===== src/hdl/pmc_pkg.sv =====
// package for the performance monitor control block
package pmc_pkg;
   // coprocessor register selection
   localparam logic [2:0] PMC_OP1_ACCESS    = 3'h0;
   localparam logic [3:0] PMC_CRN_ACCESS    = 4'hF;
   localparam logic [3:0] PMC_CRM_ACCESS    = 4'h9;
   localparam logic [2:0] PMC_OP2_ACCESS    = 3'h0;
   localparam logic [2:0] PMC_OP1_CONTROL   = 3'h0;
   localparam logic [3:0] PMC_CRN_CONTROL   = 4'hF;
   localparam logic [3:0] PMC_CRM_CONTROL   = 4'hC;
   localparam logic [2:0] PMC_OP2_CONTROL   = 3'h0;
   // control register fields
   localparam int PMC_SEL0_LSB   = 20;
   localparam int PMC_SEL1_LSB   = 12;
   localparam int PMC_EXPORT_BIT = 11;
   localparam int PMC_OVF_LSB    = 8;
   localparam int PMC_IRQEN_LSB  = 4;
   localparam int PMC_DIV_BIT    = 3;
   localparam int PMC_CCLR_BIT   = 2;
   localparam int PMC_ECLR_BIT   = 1;
   localparam int PMC_EN_BIT     = 0;
   localparam logic [31:0] PMC_CTRL_MASK   = 32'h0FFF_FF79;
   localparam logic [31:0] PMC_ACCESS_MASK = 32'h0000_0001;
   localparam logic [31:0] PMC_CTRL_RESET   = 32'h0000_0000;
   localparam logic [31:0] PMC_ACCESS_RESET = 32'h0000_0000;
   localparam logic [7:0]  PMC_EVT_EVERY_CYCLE = 8'hFF;
   localparam logic [5:0]  PMC_DIV_LAST = 6'h3F;
   localparam int PMC_EVENTS = 256;
   localparam int PMC_BUS_W  = 20;

   typedef struct packed {
      logic        valid;
      logic        write;
      logic        secure;
      logic        privileged;
      logic [2:0]  op1;
      logic [3:0]  crn;
      logic [3:0]  crm;
      logic [2:0]  op2;
      logic [31:0] wdata;
   } pmc_xfer_t;

   typedef struct packed {
      logic        done;
      logic        undefined;
      logic [31:0] rdata;
   } pmc_reply_t;
endpackage : pmc_pkg


===== src/hdl/pmc_top.sv =====
// performance monitor control register and counters
`timescale 1ns/1ns
`default_nettype none
// Function
// RL1 - access bit resets 0; 0 limits access, 1 opens monitor and validation registers
// RL2 - access register only secure privileged; others raise undefined
// RL3 - write lock high makes secure access register write undefined
// RL4 - access register selected by op1 0, c15, c9, op2 0
// RL5 - control register shared by both worlds, user and privileged access
// RL6 - bits 27:20 select counter 0 event, reset zero
// RL7 - bits 19:12 select counter 1 event, reset zero
// RL8 - bit 11 exports live events, else event bus zero
// RL9 - bits 10:8 overflow flags, write one clears
// RL10 - bits 6:4 enable interrupt reporting per counter
// RL11 - bit 3 divides cycle counter by 64
// RL12 - writing one to bit 2 clears cycle counter
// RL13 - writing one to bit 1 clears both event counters
// RL14 - bit 0 enables all three counters
// RL15 - event code FF counts every cycle
// RL16 - overflow flag sets when an enabled counter wraps to zero
// RL17 - interrupt while any enabled overflow flag is set
// RL18 - reserved bits read zero and ignore writes
module pmc_top
   import pmc_pkg::*;
(
   input  wire logic                  clock,
   input  wire logic                  reset_n,
   input  wire pmc_xfer_t             xfer,
   input  wire logic                  secure_config_write_lock,
   input  wire logic [PMC_EVENTS-1:0] event_in,
   input  wire logic [PMC_BUS_W-1:0]  event_bus_in,
   output var  pmc_reply_t            reply,
   output var  logic [PMC_BUS_W-1:0]  event_export_bus,
   output var  logic                  user_access_open,
   output var  logic                  irq,
   output var  logic [31:0]           cycle_count,
   output var  logic [31:0]           counter0_count,
   output var  logic [31:0]           counter1_count
);

   // true when a valid transfer names the given coprocessor register
   function automatic logic hits(input pmc_xfer_t x, input logic [2:0] o1, input logic [3:0] n,
                                 input logic [3:0] m, input logic [2:0] o2);
      logic match;
      match = x.op1 == o1;
      match = match && x.crn == n;
      match = match && x.crm == m;
      match = match && x.op2 == o2;
      hits  = x.valid && match;
   endfunction

   // code FF stands for every cycle, others pick one event line
   function automatic logic pick_event(input logic [7:0] code, input logic [PMC_EVENTS-1:0] lines);
      if (code == PMC_EVT_EVERY_CYCLE) begin
         pick_event = 1'b1; // RL15
      end else begin
         pick_event = lines[code];
      end
   endfunction

   ////////////////////////////////////////////////////////////////////////
   // registers
   logic [31:0] ctrl_reg;
   logic [31:0] ctrl_next;
   logic        access_reg;
   logic        access_next;
   logic [5:0]  div_reg;
   logic [31:0] cyc_reg;
   logic [31:0] cnt_reg [2];
   logic [31:0] cnt_next [2];
   logic [1:0]  cnt_wrap;
   logic        lock_s1_reg;
   logic        lock_s2_reg;
   logic        lock_s3_reg;
   logic        lock_reg;
   logic        lock_next;
   logic [5:0]  div_next;
   logic [31:0] cyc_next;
   pmc_reply_t  reply_next;
   logic [PMC_BUS_W-1:0] export_next;
   logic        open_next;
   logic        irq_next;

   ////////////////////////////////////////////////////////////////////////
   // write lock synchroniser
   // lock pin comes from outside, a change counts once stages two and three agree
   always_ff @(posedge clock or negedge reset_n) begin
      if (!reset_n) begin
         lock_s1_reg <= 1'b0;
         lock_s2_reg <= 1'b0;
         lock_s3_reg <= 1'b0;
      end else begin
         lock_s1_reg <= secure_config_write_lock;
         lock_s2_reg <= lock_s1_reg;
         lock_s3_reg <= lock_s2_reg;
      end
   end

   assign lock_next = (lock_s2_reg == lock_s3_reg) ? lock_s3_reg : lock_reg; // RL3

   always_ff @(posedge clock or negedge reset_n) begin
      if (!reset_n) begin
         lock_reg <= 1'b0;
      end else begin
         lock_reg <= lock_next;
      end
   end

   ////////////////////////////////////////////////////////////////////////
   // decode
   wire sel_access  = hits(xfer, PMC_OP1_ACCESS, PMC_CRN_ACCESS, PMC_CRM_ACCESS, PMC_OP2_ACCESS); // RL4
   wire sel_control = hits(xfer, PMC_OP1_CONTROL, PMC_CRN_CONTROL, PMC_CRM_CONTROL, PMC_OP2_CONTROL);
   wire access_ok   = xfer.secure && xfer.privileged; // RL2
   wire access_undef = sel_access && (!access_ok || (xfer.write && lock_reg)); // RL2 RL3
   wire control_ok  = xfer.privileged || access_reg; // RL1 RL5
   wire control_undef = sel_control && !control_ok; // RL1
   wire access_wr   = sel_access && xfer.write && !access_undef;
   wire control_wr  = sel_control && xfer.write && !control_undef;

   wire enable      = ctrl_reg[PMC_EN_BIT]; // RL14
   wire divide      = ctrl_reg[PMC_DIV_BIT];
   wire [7:0] sel0  = ctrl_reg[PMC_SEL0_LSB +: 8]; // RL6
   wire [7:0] sel1  = ctrl_reg[PMC_SEL1_LSB +: 8]; // RL7

   ////////////////////////////////////////////////////////////////////////
   // field views
   wire cycle_overflow_flag    = ctrl_reg[PMC_OVF_LSB + 2]; // RL9
   wire counter1_overflow_flag = ctrl_reg[PMC_OVF_LSB + 1]; // RL9
   wire counter0_overflow_flag = ctrl_reg[PMC_OVF_LSB]; // RL9
   wire cycle_irq_enable       = ctrl_reg[PMC_IRQEN_LSB + 2]; // RL10
   wire counter1_irq_enable    = ctrl_reg[PMC_IRQEN_LSB + 1]; // RL10
   wire counter0_irq_enable    = ctrl_reg[PMC_IRQEN_LSB]; // RL10
   wire export_on              = ctrl_reg[PMC_EXPORT_BIT]; // RL8

   wire cyc_tick    = enable && (!divide || div_reg == PMC_DIV_LAST); // RL11
   wire cyc_wrap    = cyc_tick && cyc_reg == 32'hFFFF_FFFF;
   wire cyc_clear   = control_wr && xfer.wdata[PMC_CCLR_BIT]; // RL12
   wire evt_clear   = control_wr && xfer.wdata[PMC_ECLR_BIT]; // RL13
   wire [2:0] ovf_set = {cyc_wrap, cnt_wrap}; // RL16
   wire [2:0] ovf_clr = control_wr ? xfer.wdata[PMC_OVF_LSB +: 3] : 3'h0; // RL9

   // event selection
   wire ev0 = pick_event(sel0, event_in); // RL6 RL15
   wire ev1 = pick_event(sel1, event_in); // RL7 RL15
   wire [1:0] ev = {ev1, ev0};

   ////////////////////////////////////////////////////////////////////////
   // event counters
   // a clear wins over a count in the same cycle
   genvar gi;
   generate
      for (gi = 0; gi < 2; gi++) begin : g_cnt
         assign cnt_wrap[gi] = enable && ev[gi] && cnt_reg[gi] == 32'hFFFF_FFFF; // RL16
         assign cnt_next[gi] = evt_clear ? 32'h0000_0000 : // RL13
                               (enable && ev[gi]) ? cnt_reg[gi] + 32'h0000_0001 : cnt_reg[gi]; // RL14
         always_ff @(posedge clock or negedge reset_n) begin
            if (!reset_n) begin
               cnt_reg[gi] <= 32'h0000_0000;
            end else begin
               cnt_reg[gi] <= cnt_next[gi];
            end
         end
      end
   endgenerate

   ////////////////////////////////////////////////////////////////////////
   // register updates
   always_comb begin
      ctrl_next = ctrl_reg;
      if (control_wr) begin
         ctrl_next[PMC_SEL0_LSB +: 8]  = xfer.wdata[PMC_SEL0_LSB +: 8]; // RL6
         ctrl_next[PMC_SEL1_LSB +: 8]  = xfer.wdata[PMC_SEL1_LSB +: 8]; // RL7
         ctrl_next[PMC_EXPORT_BIT]     = xfer.wdata[PMC_EXPORT_BIT]; // RL8
         ctrl_next[PMC_OVF_LSB +: 3]   = ctrl_reg[PMC_OVF_LSB +: 3] & ~ovf_clr; // RL9
         ctrl_next[PMC_IRQEN_LSB +: 3] = xfer.wdata[PMC_IRQEN_LSB +: 3]; // RL10
         ctrl_next[PMC_DIV_BIT]        = xfer.wdata[PMC_DIV_BIT]; // RL11
         ctrl_next[PMC_EN_BIT]         = xfer.wdata[PMC_EN_BIT]; // RL14
      end
      // a wrap in the same cycle as its clear wins
      ctrl_next[PMC_OVF_LSB +: 3] = ctrl_next[PMC_OVF_LSB +: 3] | ovf_set; // RL16
      // strobe bits and reserved bits never hold a value
      ctrl_next = ctrl_next & PMC_CTRL_MASK; // RL18
   end

   always_comb begin
      access_next = access_reg;
      if (access_wr) begin
         access_next = xfer.wdata[0]; // RL1
      end
   end

   ////////////////////////////////////////////////////////////////////////
   // read side
   wire [31:0] rd_ctrl   = ctrl_reg & PMC_CTRL_MASK; // RL18
   wire [31:0] rd_access = {31'h0000_0000, access_reg} & PMC_ACCESS_MASK; // RL18
   wire [31:0] rd_data   = sel_access ? rd_access : rd_ctrl;
   wire [2:0]  irq_src   = {cycle_overflow_flag & cycle_irq_enable, // RL10 RL17
                            counter1_overflow_flag & counter1_irq_enable,
                            counter0_overflow_flag & counter0_irq_enable};

   always_ff @(posedge clock or negedge reset_n) begin
      if (!reset_n) begin
         ctrl_reg <= PMC_CTRL_RESET;
      end else begin
         ctrl_reg <= ctrl_next;
      end
   end

   always_ff @(posedge clock or negedge reset_n) begin
      if (!reset_n) begin
         access_reg <= PMC_ACCESS_RESET[0]; // RL1
      end else begin
         access_reg <= access_next;
      end
   end

   ////////////////////////////////////////////////////////////////////////
   // cycle counter
   // prescaler only advances while counting is enabled
   assign div_next = enable ? div_reg + 6'h01 : div_reg; // RL11
   assign cyc_next = cyc_clear ? 32'h0000_0000 : // RL12
                     cyc_tick ? cyc_reg + 32'h0000_0001 : cyc_reg; // RL14

   always_ff @(posedge clock or negedge reset_n) begin
      if (!reset_n) begin
         div_reg <= 6'h00;
      end else begin
         div_reg <= div_next;
      end
   end

   always_ff @(posedge clock or negedge reset_n) begin
      if (!reset_n) begin
         cyc_reg <= 32'h0000_0000;
      end else begin
         cyc_reg <= cyc_next;
      end
   end

   ////////////////////////////////////////////////////////////////////////
   // outputs
   wire xfer_undef = access_undef || control_undef; // RL2 RL3
   // refused reads and all writes answer with zero data
   wire [31:0] reply_data = (!xfer.write && !xfer_undef) ? rd_data : 32'h0000_0000;
   assign reply_next  = '{done: sel_access || sel_control, undefined: xfer_undef, rdata: reply_data};
   assign export_next = export_on ? event_bus_in : '0; // RL8
   assign open_next   = access_reg; // RL1
   assign irq_next    = |irq_src; // RL17

   always_ff @(posedge clock or negedge reset_n) begin
      if (!reset_n) begin
         reply <= '0;
      end else begin
         reply <= reply_next;
      end
   end

   always_ff @(posedge clock or negedge reset_n) begin
      if (!reset_n) begin
         event_export_bus <= '0;
      end else begin
         event_export_bus <= export_next;
      end
   end

   always_ff @(posedge clock or negedge reset_n) begin
      if (!reset_n) begin
         user_access_open <= 1'b0;
      end else begin
         user_access_open <= open_next;
      end
   end

   always_ff @(posedge clock or negedge reset_n) begin
      if (!reset_n) begin
         irq <= 1'b0;
      end else begin
         irq <= irq_next;
      end
   end

   assign cycle_count    = cyc_reg;
   assign counter0_count = cnt_reg[0];
   assign counter1_count = cnt_reg[1];

endmodule // pmc_top
`default_nettype wire


===== config.mk =====
export PLATFORM = sky130hd
export DESIGN_NAME = pmc_top
export DESIGN_NICKNAME = d
export VERILOG_FILES = /design/src/hdl/pmc_pkg.sv /design/src/hdl/pmc_top.sv
export SDC_FILE = /design/constraint.sdc
export NUM_CORES = 1
export LEC_CHECK = 0
export BUFFER_PORTS_ARGS = -buffer_cell sky130_fd_sc_hd__buf_2
export CAP_MARGIN = 20
export CORE_AREA = 2 2 184 186
export CTS_CLUSTER_DIAMETER = 200
export DETAILED_ROUTE_END_ITERATION = 7
export DIE_AREA = 0 0 186 188
export PLACE_DENSITY = 0.74
export RECOVER_POWER = 50
export SLEW_MARGIN = 20
export SYNTH_ARGS = -nofsm -noshare
export SYNTH_HDL_FRONTEND = slang
export SYNTH_SLANG_ARGS = --single-unit

===== constraint.sdc =====
create_clock -name clock -period 9.21 [get_ports clock]
set_input_delay 1.842 -clock clock [delete_from_list [all_inputs] [get_ports clock]]
set_output_delay 1.842 -clock clock [all_outputs]
set_load 0.01 [all_outputs]

==> summary.txt, run 1 <==
Outcome
  • Status: finished clean

Place
  • Gpl congestion: 0.905
  • Setup slack at placement: 4230 ps
  • Placed Area: 15400 um2
  • DPL Wire Length: 33900 um
  • Port Buffers: 468

STA
  • Hold Vio Cnt, Final: 0
  • Final hold slack: 346 ps
  • Final Skew: 13.0 ps
  • Least-Margin Pin Slew: 1080 ps
  • Period utilization: 48.1%
  • Finish-stage setup viols: 0
  • Final Critical Period: 4430 ps
  • Worst slew margin: 27.7%
  • Fin. max-slew vios: 0
  • Final setup margin: 4780 ps
  • Max Freq: 226 MHz
  • Setup tns final: 0 ps
  • RSZ-0062 raised after global routing: false

Power
  • Total power: 2.28 mW
  • Power share of the clock group: 30.1%
  • Switch share: 33.3%
  • PD cells: 144 nW/um2
  • Internal Power: 1.52 mW
  • Switch Pwr: 0.760 mW
  • Gate power share: 25.0%
  • Static Leak: 6.65 nW
  • Sequential share of power: 44.9%
  • Maximum vdd ir drop: 0.000122 V

Detailed routing
  • DRT iter0 DRCs: 866
  • Final wirelength: 44400 um
  • Antenna Violating Nets Remaining: 0
  • Routed vias/inst: 5.78
  • Vias: 12000
  • DRC violations left: 0
  • DR WL/cell: 21.5 um
  • DR pass1 iterations: 5

Die
  • Die Y: 188 um
  • Core Footprint: 33100 um2
  • Site Rows: 67
  • Die ar.: 35000 um2
  • Starting Density: 39.5%
  • Die X: 186 um
  • Ports: 481

Min path
  • Hold Crit Class: flip-flop to flip-flop

Finish
  • Proportion of layout cells with a drive suffix above 1: 36.1%
  • Final nets: 1919
  • Area Growth Syn to Fin: 21.5%
  • Final instance area: 15900 um2

GRT
  • Antenna violations before repair: 21
  • Total global routing overflow: 0
  • Vias in the first global route: 12100
  • Largest net degree at the start of global routing: 114
  • First-pass GRT wire length: 67500 um
  • GRT Total Usage: 25.3%

Synth
  • Ys async rst share: 100%
  • Post-synth EDFFs: 0
  • Synthesized cell area: 13100 um2
  • Synthesis-stage register bit count: 181
  • Avg Inst Size Synth: 11.2 um2
  • Synth Warn #: 0
  • Unique masters post-synth: 86
  • Sequential area share after synthesis: 34.7%
  • Area share of the largest cell type after synthesis: 34.7%
  • Top cells by area, synth: dfrtp_1 (35%), mux4_2 (17%), mux4_1 (4.4%)
  • Leading area contributor after synthesis: dfrtp_1
  • Main synth FF type: dfrtp_1
  • Most common cell in the netlist: dfrtp_1
  • Gate Count Post-Synth: 1172
  • Top cells by count, synth: dfrtp_1 (181), mux4_2 (97), nand2_1 (80), a21oi_1 (71), and2_1 (52)

Run
  • Max_cap viols: 0

Clock tree
  • Post-cts sizing count: 0
  • Cts hold-fix bufs: 0
  • Root Driver: clkbuf_16
  • Skew-Pair Late Insertion Delay: 430 ps
  • Clock tree buffer depth: 2
  • H-Tree Depth: 4
  • Postcts setup bufs: 0
  • Worst-path clk slew: 70 ps
  • Inserted Clock Buffers: 17
  • CTS tree: built
  • Clk sinks: 181

Setup path
  • Setup crit end kind: flip-flop
  • Critical path data arrival time: 4740 ps
  • Critical-path cell list: buf_4, mux4_4, mux4_2, nor2b_1, nor4_1, o31ai_1, o32a_4, nor3_1, a41o_1
  • Critical path's top delay family: multiplexers
  • Startpoint types: flip-flop
  • Crit-path max cell delay: 790 ps
  • CP max-delay cell: buf_4
  • Crit path buf inv count: 1
  • Critical path class: flip-flop to flip-flop
  • Highest net fanout along the worst path: 64
  • Worst path required time: 9530 ps
-- worst reg2reg max path, stage by stage, from the launching register on --
cell and delay [ps]:
dfrtp_4 690, buf_4 790, mux4_4 780, mux4_2 470, nor2b_1 150, nor4_1 70
o31ai_1 310, o32a_4 610, nor3_1 170, a41o_1 270
-- area by class of cell --
class,instances,area [um2]
diodes,21,52.6
clock inverters,12,93.8
flip-flops and latches,181,4540
fillers,3061,17200
repair buffers,486,2370
well taps,448,561
clock buffers,20,457
inverters,28,105
multi-input cells,872,7710
-- power by group through the flow --
| stage | Combinational, mW | Clock [mW] | Sequential (mW) |
|---|---|---|---|
| 2_1_floorplan | 0.302 | 0 | 1.04 |
| 3_3_place_gp | 0.558 | 0 | 1.03 |
| 3_5_place_dp | 0.576 | 0 | 1.03 |
| 4_1_cts | 0.581 | 0.707 | 1.02 |
| 5_1_grt | 0.633 | 0.742 | 1.04 |
| 6_report | 0.569 | 0.687 | 1.02 |
-- cells by family (layout without fill, tap and decap cells) --
family	Yosys count	count (layout)	synth area share, %
XOR/XNOR	28	28	1.88
flip-flops	181	181	34.7
multiplexers	193	193	27.6
adder cells (fa/ha/maj)	5	5	0.459
AO/OA/AOI/OAI	209	209	10.4
other	1	28	0.0287
buffers and inverters	125	546	6.75
AND/OR/NAND/NOR	430	430	18.2
-- through the flow --
step                      util, %  cells
after floorplan                 -   1178
after global placement       46.4   2014
after detailed placement     46.4   2014
after CTS                    48.1   2046
after global routing         48.0   2066
final                        48.0   2068
-- path summary, 6_finish.rpt --
check | start | to | slack (ps) | cells after the start
max in group asynchronous | reset_n | ctrl_reg[20]$_DFFE_PN0N_ | 6140 | 2
min in group asynchronous | reset_n | counter0_count[23]$_DFFE_PN0P_ | 1530 | 1
min | lock_s1_reg$_DFF_PN0_ | lock_s2_reg$_DFF_PN0_ | 350 | 0
max | ctrl_reg[20]$_DFFE_PN0N_ | ctrl_reg[8]$_DFF_PN0_ | 4780 | 9
min reg2reg | lock_s1_reg$_DFF_PN0_ | lock_s2_reg$_DFF_PN0_ | 350 | 0
max reg2reg | ctrl_reg[20]$_DFFE_PN0N_ | ctrl_reg[8]$_DFF_PN0_ | 4780 | 9
-- placed cells by master, fill, tap and decap left out, types with 11 or more instances in the layout --
| master | synthesis | routed |
|---|---|---|
| and2_0 | 1 | 11 |
| nand2_1 | 80 | 80 |
| clkbuf_16 | 0 | 17 |
| o31ai_1 | 26 | 26 |
| and3_1 | 24 | 24 |
| nand4_1 | 31 | 31 |
| mux2i_1 | 44 | 44 |
| and2_1 | 52 | 42 |
| inv_1 | 27 | 27 |
| xor2_1 | 13 | 13 |
| or4_1 | 27 | 27 |
| xnor2_1 | 15 | 15 |
| or3_1 | 19 | 19 |
| nand2b_1 | 13 | 13 |
| nand3_1 | 50 | 50 |
| o21ai_0 | 31 | 31 |
| clkbuf_1 | 33 | 98 |
| nor2_1 | 51 | 50 |
| dfrtp_1 | 181 | 177 |
| mux4_2 | 97 | 97 |
| mux2_2 | 25 | 25 |
| a21oi_1 | 71 | 71 |
| nor4_1 | 11 | 11 |
| a22oi_1 | 24 | 24 |
| buf_4 | 14 | 17 |
| diode_2 | 0 | 21 |
| nor2b_1 | 11 | 11 |
| buf_2 | 15 | 370 |
| mux4_1 | 22 | 22 |
| nor3_1 | 24 | 22 |
-- routing by layer --
metal | up-vias | global-route usage, % | part of all wire [%]
met5 | - | 0 | 0.016
met4 | 2 | 14.8 | 5.2
met3 | 125 | 4.27 | 6.0
met2 | 585 | 43.1 | 51
met1 | 5864 | 29.9 | 38
li1 | 5385 | - | -
Note: power is estimated with default switching activity, not from simulation.
==> run 2, diff against run 1 <==
==> constraint.sdc (replaced) <==
create_clock -name clock -period 4.4 [get_ports clock]
set_input_delay 0.88 -clock clock [delete_from_list [all_inputs] [get_ports clock]]
set_output_delay 0.88 -clock clock [all_outputs]
set_load 0.01 [all_outputs]
==> summary.txt, run 2 (synthesized netlist as in run 1, its figures left out) <==
Finish
  • Commonest non-fill, non-tap cell in the layout: buf_2
  • Proportion of layout cells with a drive suffix above 1: 40.4%
  • Final nets: 1937
  • Area Growth Syn to Fin: 23.4%
  • Most frequent cells in the layout: buf_2 (431), dfrtp_1 (177), mux4_2 (97), nand2_1 (80), a21oi_1 (71)
  • Final Util: 48.7%

Clock tree
  • Root Driver: clkbuf_16
  • Postcts setup bufs: 0
  • Inserted Clock Buffers: 17
  • H-Tree Depth: 4
  • Cts hold-fix bufs: 0
  • Skew-Pair Late Insertion Delay: 440 ps
  • CTS tree: built
  • Worst-path clk slew: 70 ps
  • Post-cts sizing count: 0
  • Clk sinks: 181
  • Clock tree buffer depth: 2

STA
  • Max Freq: 261 MHz
  • Hold Vio Cnt, Final: 0
  • Least-Margin Pin Slew: 2500 ps
  • Worst slew margin: -66.9%
  • Final Skew: 10.6 ps
  • Fin. max-slew vios: 100
  • Setup tns final: 0 ps
  • Period utilization: 87.2%
  • Finish-stage setup viols: 0
  • RSZ-0062 raised after global routing: false
  • Final Critical Period: 3840 ps

Power
  • PD cells: 306 nW/um2
  • Maximum vdd ir drop: 0.000247 V
  • Switch Pwr: 1.60 mW
  • Switch share: 32.4%
  • Gate power share: 24.7%
  • Sequential share of power: 43.4%
  • Internal Power: 3.33 mW
  • Power share of the clock group: 31.9%
  • Static Leak: 6.92 nW

Setup path
  • Critical path class: flip-flop to flip-flop
  • Crit path launch: ctrl_reg[12]$_DFFE_PN0N_
  • Worst path required time: 4760 ps
  • Reg2reg setup slack: 560 ps
  • Worst flop-to-flop path endpoint: counter1_count[22]$_DFFE_PN0P_
  • Startpoint types: flip-flop
  • Reg-to-reg critical path startpoint: ctrl_reg[12]$_DFFE_PN0N_
  • Critical path data arrival time: 4200 ps
  • Setup crit end kind: flip-flop
  • Highest net fanout along the worst path: 35
  • Register-to-Register Path Depth: 10

Detailed routing
  • Routed vias/inst: 5.84
  • DRC violations left: 0
  • DRT iter0 DRCs: 826
  • DR pass1 iterations: 5
  • Antenna Violating Nets Remaining: 0
  • DR WL/cell: 22.0 um
  • Final wirelength: 45900 um
  • Vias: 12200

Place
  • DPL Wire Length: 35700 um
  • Port Buffers: 468
  • Gpl congestion: 0.961

Die
  • Site Rows: 67
  • Ports: 481
  • Die X: 186 um
  • Die ar.: 35000 um2
  • Core Footprint: 33100 um2
  • Die Y: 188 um
  • Starting Density: 39.5%

GRT
  • Total global routing overflow: 0
  • GR Util met1: 30.3%
  • Antenna violations before repair: 22
  • Met3 global-route usage: 4.04%
  • Largest net degree at the start of global routing: 100
  • GR peak layer: met2
  • Vias in the first global route: 12200
  • M2 GR Usage: 44.7%
  • First-pass GRT wire length: 69200 um
  • GRT Total Usage: 26.0%

Outcome
  • Status: finished with violations
  • Failing checks: max-capacitance violations, max-slew violations

Min path
  • Min-Delay Startpoint: lock_s1_reg$_DFF_PN0_
  • Min-Delay Endpoint: lock_s2_reg$_DFF_PN0_
  • Hold Path Stages: 0
  • Hold Crit Class: flip-flop to flip-flop

Run
  • Max_cap viols: 1
## run 2: changes by cell type in the layout (fill, tap and decap cells not counted), sizes merged
cell and delta:
buf +76, clkbuf -56, clkinv -4, clkinvlp +3, inv -3, bufinv +2
## run 2: metrics by stage
stage | total power [mW] | setup slack, ps | hold WS, ps | instances | cell area, um2
6_report | 4.93 | 563 | 349 | 2086 | 16100
5_1_grt | 5.19 | 175 | 358 | 2086 | 16100
4_1_cts | 4.95 | 431 | 351 | 2064 | 16100
3_5_place_dp | 3.38 | 454 | 336 | 2032 | 15600
3_3_place_gp | 3.32 | 457 | 343 | 2032 | 15600
2_1_floorplan | 2.81 | 1220 | 331 | 1178 | 13100
## run 2: per-layer routing
metal,share of wire (%),wire (um)
met1,37,17100
met2,51,23400
met3,6.1,2790
met4,5.7,2600
met5,0,0
## run 2: cell type report
class | count | area (um2)
flip-flops and latches | 181 | 4540
well taps | 448 | 561
clock inverters | 10 | 120
multi-input cells | 872 | 7700
diodes | 21 | 52.6
inverters | 28 | 105
fillers | 3094 | 17000
repair buffers | 504 | 2590
clock buffers | 22 | 474
## run 2: worst max-delay path, stage by stage (launching register included)
cell	delay [ps]
dfrtp_4	850
buf_4	430
nor2b_1	80
a2111oi_0	540
o311ai_0	260
a211o_1	300
a211oi_2	480
nor3_2	180
buf_4	240
a31o_2	240
a21oi_1	120
## run 2: power by group through the flow
stage          Sequential [mW]  Combinational, mW  Clock (mW)
3_3_place_gp              2.15               1.17           0
5_1_grt                   2.17               1.35        1.66
6_report                  2.14               1.22        1.57
4_1_cts                   2.13               1.22        1.60
3_5_place_dp              2.16               1.22           0
2_1_floorplan             2.18              0.632           0
## run 2: worst max path at each step
stage | endpoint | slack, ps | depth (start not counted)
after floorplan | counter0_count[1]$_DFFE_PN0P_ | 1220 | 11
after global placement | counter1_count[22]$_DFFE_PN0P_ | 460 | 10
after detailed placement | counter1_count[22]$_DFFE_PN0P_ | 450 | 10
after CTS | counter1_count[22]$_DFFE_PN0P_ | 430 | 10
after global routing | counter1_count[22]$_DFFE_PN0P_ | 170 | 10
final | counter1_count[22]$_DFFE_PN0P_ | 560 | 10
==> run 3, diff against run 2 <==
--- a/config.mk
+++ b/config.mk
@@ -11,7 +11,7 @@
 export CTS_CLUSTER_DIAMETER = 200
 export DETAILED_ROUTE_END_ITERATION = 7
 export DIE_AREA = 0 0 186 188
-export PLACE_DENSITY = 0.74
+export PLACE_DENSITY = 0.69
 export RECOVER_POWER = 50
 export SLEW_MARGIN = 20
 export SYNTH_ARGS = -nofsm -noshare
==> summary.txt, run 3 (synthesized netlist as in run 1, its figures left out) <==
Die
  • Ports: 481
  • Die Y: 188 um
  • Starting Density: 39.5%
  • Site Rows: 67
  • Core Footprint: 33100 um2
  • Die ar.: 35000 um2
  • Die X: 186 um

Detailed routing
  • Final wirelength: 46500 um
  • DRC violations left: 0
  • Vias: 12100
  • Antenna Violating Nets Remaining: 0
  • DR WL/cell: 22.3 um
  • DRT iter0 DRCs: 953
  • DR pass1 iterations: 5
  • Routed vias/inst: 5.83

STA
  • Setup tns final: 0 ps
  • Hold Vio Cnt, Final: 0
  • Final hold slack: 344 ps
  • Fin. max-slew vios: 82
  • Least-Margin Pin Slew: 2160 ps
  • RSZ-0062 raised after global routing: false
  • Final Critical Period: 3730 ps
  • Period utilization: 84.7%
  • Finish-stage setup viols: 0
  • Worst slew margin: -44.3%
  • Max Freq: 268 MHz
  • Final Skew: 14.2 ps

Clock tree
  • Clk sinks: 181
  • Skew-Pair Late Insertion Delay: 440 ps
  • H-Tree Depth: 4
  • Root Driver: clkbuf_16
  • CTS tree: built
  • Postcts setup bufs: 0
  • Clock tree buffer depth: 2
  • Post-cts sizing count: 0
  • Worst-path clk slew: 70 ps
  • Inserted Clock Buffers: 17
  • Cts hold-fix bufs: 0

Place
  • DPL Wire Length: 36300 um
  • Gpl congestion: 0.931
  • Port Buffers: 468

Finish
  • Filler Cell Count: 3079
  • Final nets: 1942
  • Most frequent cells in the layout: buf_2 (430), dfrtp_1 (177), mux4_2 (97), nand2_1 (80), a21oi_1 (71)
  • Multi-input gate area: 7690 um2
  • Commonest non-fill, non-tap cell in the layout: buf_2
  • Area Growth Syn to Fin: 24.0%
  • Proportion of layout cells with a drive suffix above 1: 40.3%
  • Register area: 4540 um2

Setup path
  • Worst path required time: 4750 ps
  • Highest net fanout along the worst path: 37
  • Register-to-Register Path Depth: 10
  • Startpoint types: flip-flop
  • Setup crit end kind: flip-flop
  • Critical path class: flip-flop to flip-flop
  • Critical path data arrival time: 4080 ps

Run
  • Max_cap viols: 1

GRT
  • Largest net degree at the start of global routing: 83
  • GRT Total Usage: 26.5%
  • Total global routing overflow: 0
  • First-pass GRT wire length: 70100 um
  • Antenna violations before repair: 16
  • Vias in the first global route: 11900

Power
  • Static Leak: 6.97 nW
  • Maximum vdd ir drop: 0.000204 V
  • PD cells: 305 nW/um2

Min path
  • Hold Path Stages: 0
  • Hold Crit Class: flip-flop to flip-flop

Outcome
  • Status: finished with violations
  • Failing checks: max-capacitance violations, max-slew violations
-- run 3: cell count changes in the layout (fill, tap and decap cells not counted), sizes merged --
cell / before / now
buf: 464 / 468
bufinv: 2 / 3
clkbuf: 62 / 64
clkinv: 1 / 2
clkinvlp: 5 / 2
diode: 21 / 14
inv: 30 / 29
-- run 3: area by class of cell --
type | count | share of cell area [%]
Multi-Input combinational cell | 872 | 47.5
Clock buffer | 23 | 2.95
Timing Repair Buffer | 509 | 16.5
Antenna cell | 14 | 0.216
Sequential cell | 181 | 28.0
Inverter | 28 | 0.648
Tap cell | 448 | 3.46
Clock inverter | 8 | 0.764
-- run 3: critical path, stage by stage (launching register included) --
cell and delay (ps):
dfrtp_2 930, buf_4 340, mux4_1 310, mux4_2 500, nand3_1 100, nand4_1 200, o21ai_1 530, nor3_2 60
buf_4 240, a31o_2 250, a21oi_1 120
-- run 3: where the power goes --
group	switching (mW)	total (mW)	leakage (nW)	internal (mW)
clock network	0.652	1.59	0.290	0.937
logic	0.638	1.22	4.47	0.578
registers	0.269	2.14	2.21	1.87
total	1.56	4.94	6.97	3.39
-- run 3: path summary, 6_finish.rpt --
path                                                        to  slack (ps)                     start
worst max-delay path            counter1_count[22]$_DFFE_PN0P_         670  ctrl_reg[13]$_DFFE_PN0N_
worst min-delay path                     lock_s2_reg$_DFF_PN0_         340     lock_s1_reg$_DFF_PN0_
worst max register to register  counter1_count[22]$_DFFE_PN0P_         670  ctrl_reg[13]$_DFFE_PN0N_
worst min register to register           lock_s2_reg$_DFF_PN0_         340     lock_s1_reg$_DFF_PN0_
max in group asynchronous                lock_s1_reg$_DFF_PN0_        1170                   reset_n
min in group asynchronous       counter0_count[19]$_DFFE_PN0P_        1060                   reset_n
-- run 3: metrics by stage --
stage	power [mW]	utilization, %	area (um2)	worst slack, ps	instances
6_report	4.94	49.0	16200	672	2083
5_1_grt	5.23	48.9	16200	448	2082
4_1_cts	4.97	49.0	16200	685	2068
3_5_place_dp	3.37	47.2	15600	685	2037
3_3_place_gp	3.33	47.2	15600	739	2037
2_1_floorplan	2.81	-	13100	1220	1178
-- run 3: metal layers --
metal	GRT usage, %	wire (um)	vias up
li1	-	-	5428
met1	32.8	18100	5979
met2	44.5	23200	611
met3	5.19	3200	120
met4	12.6	2020	2
met5	0	10	-
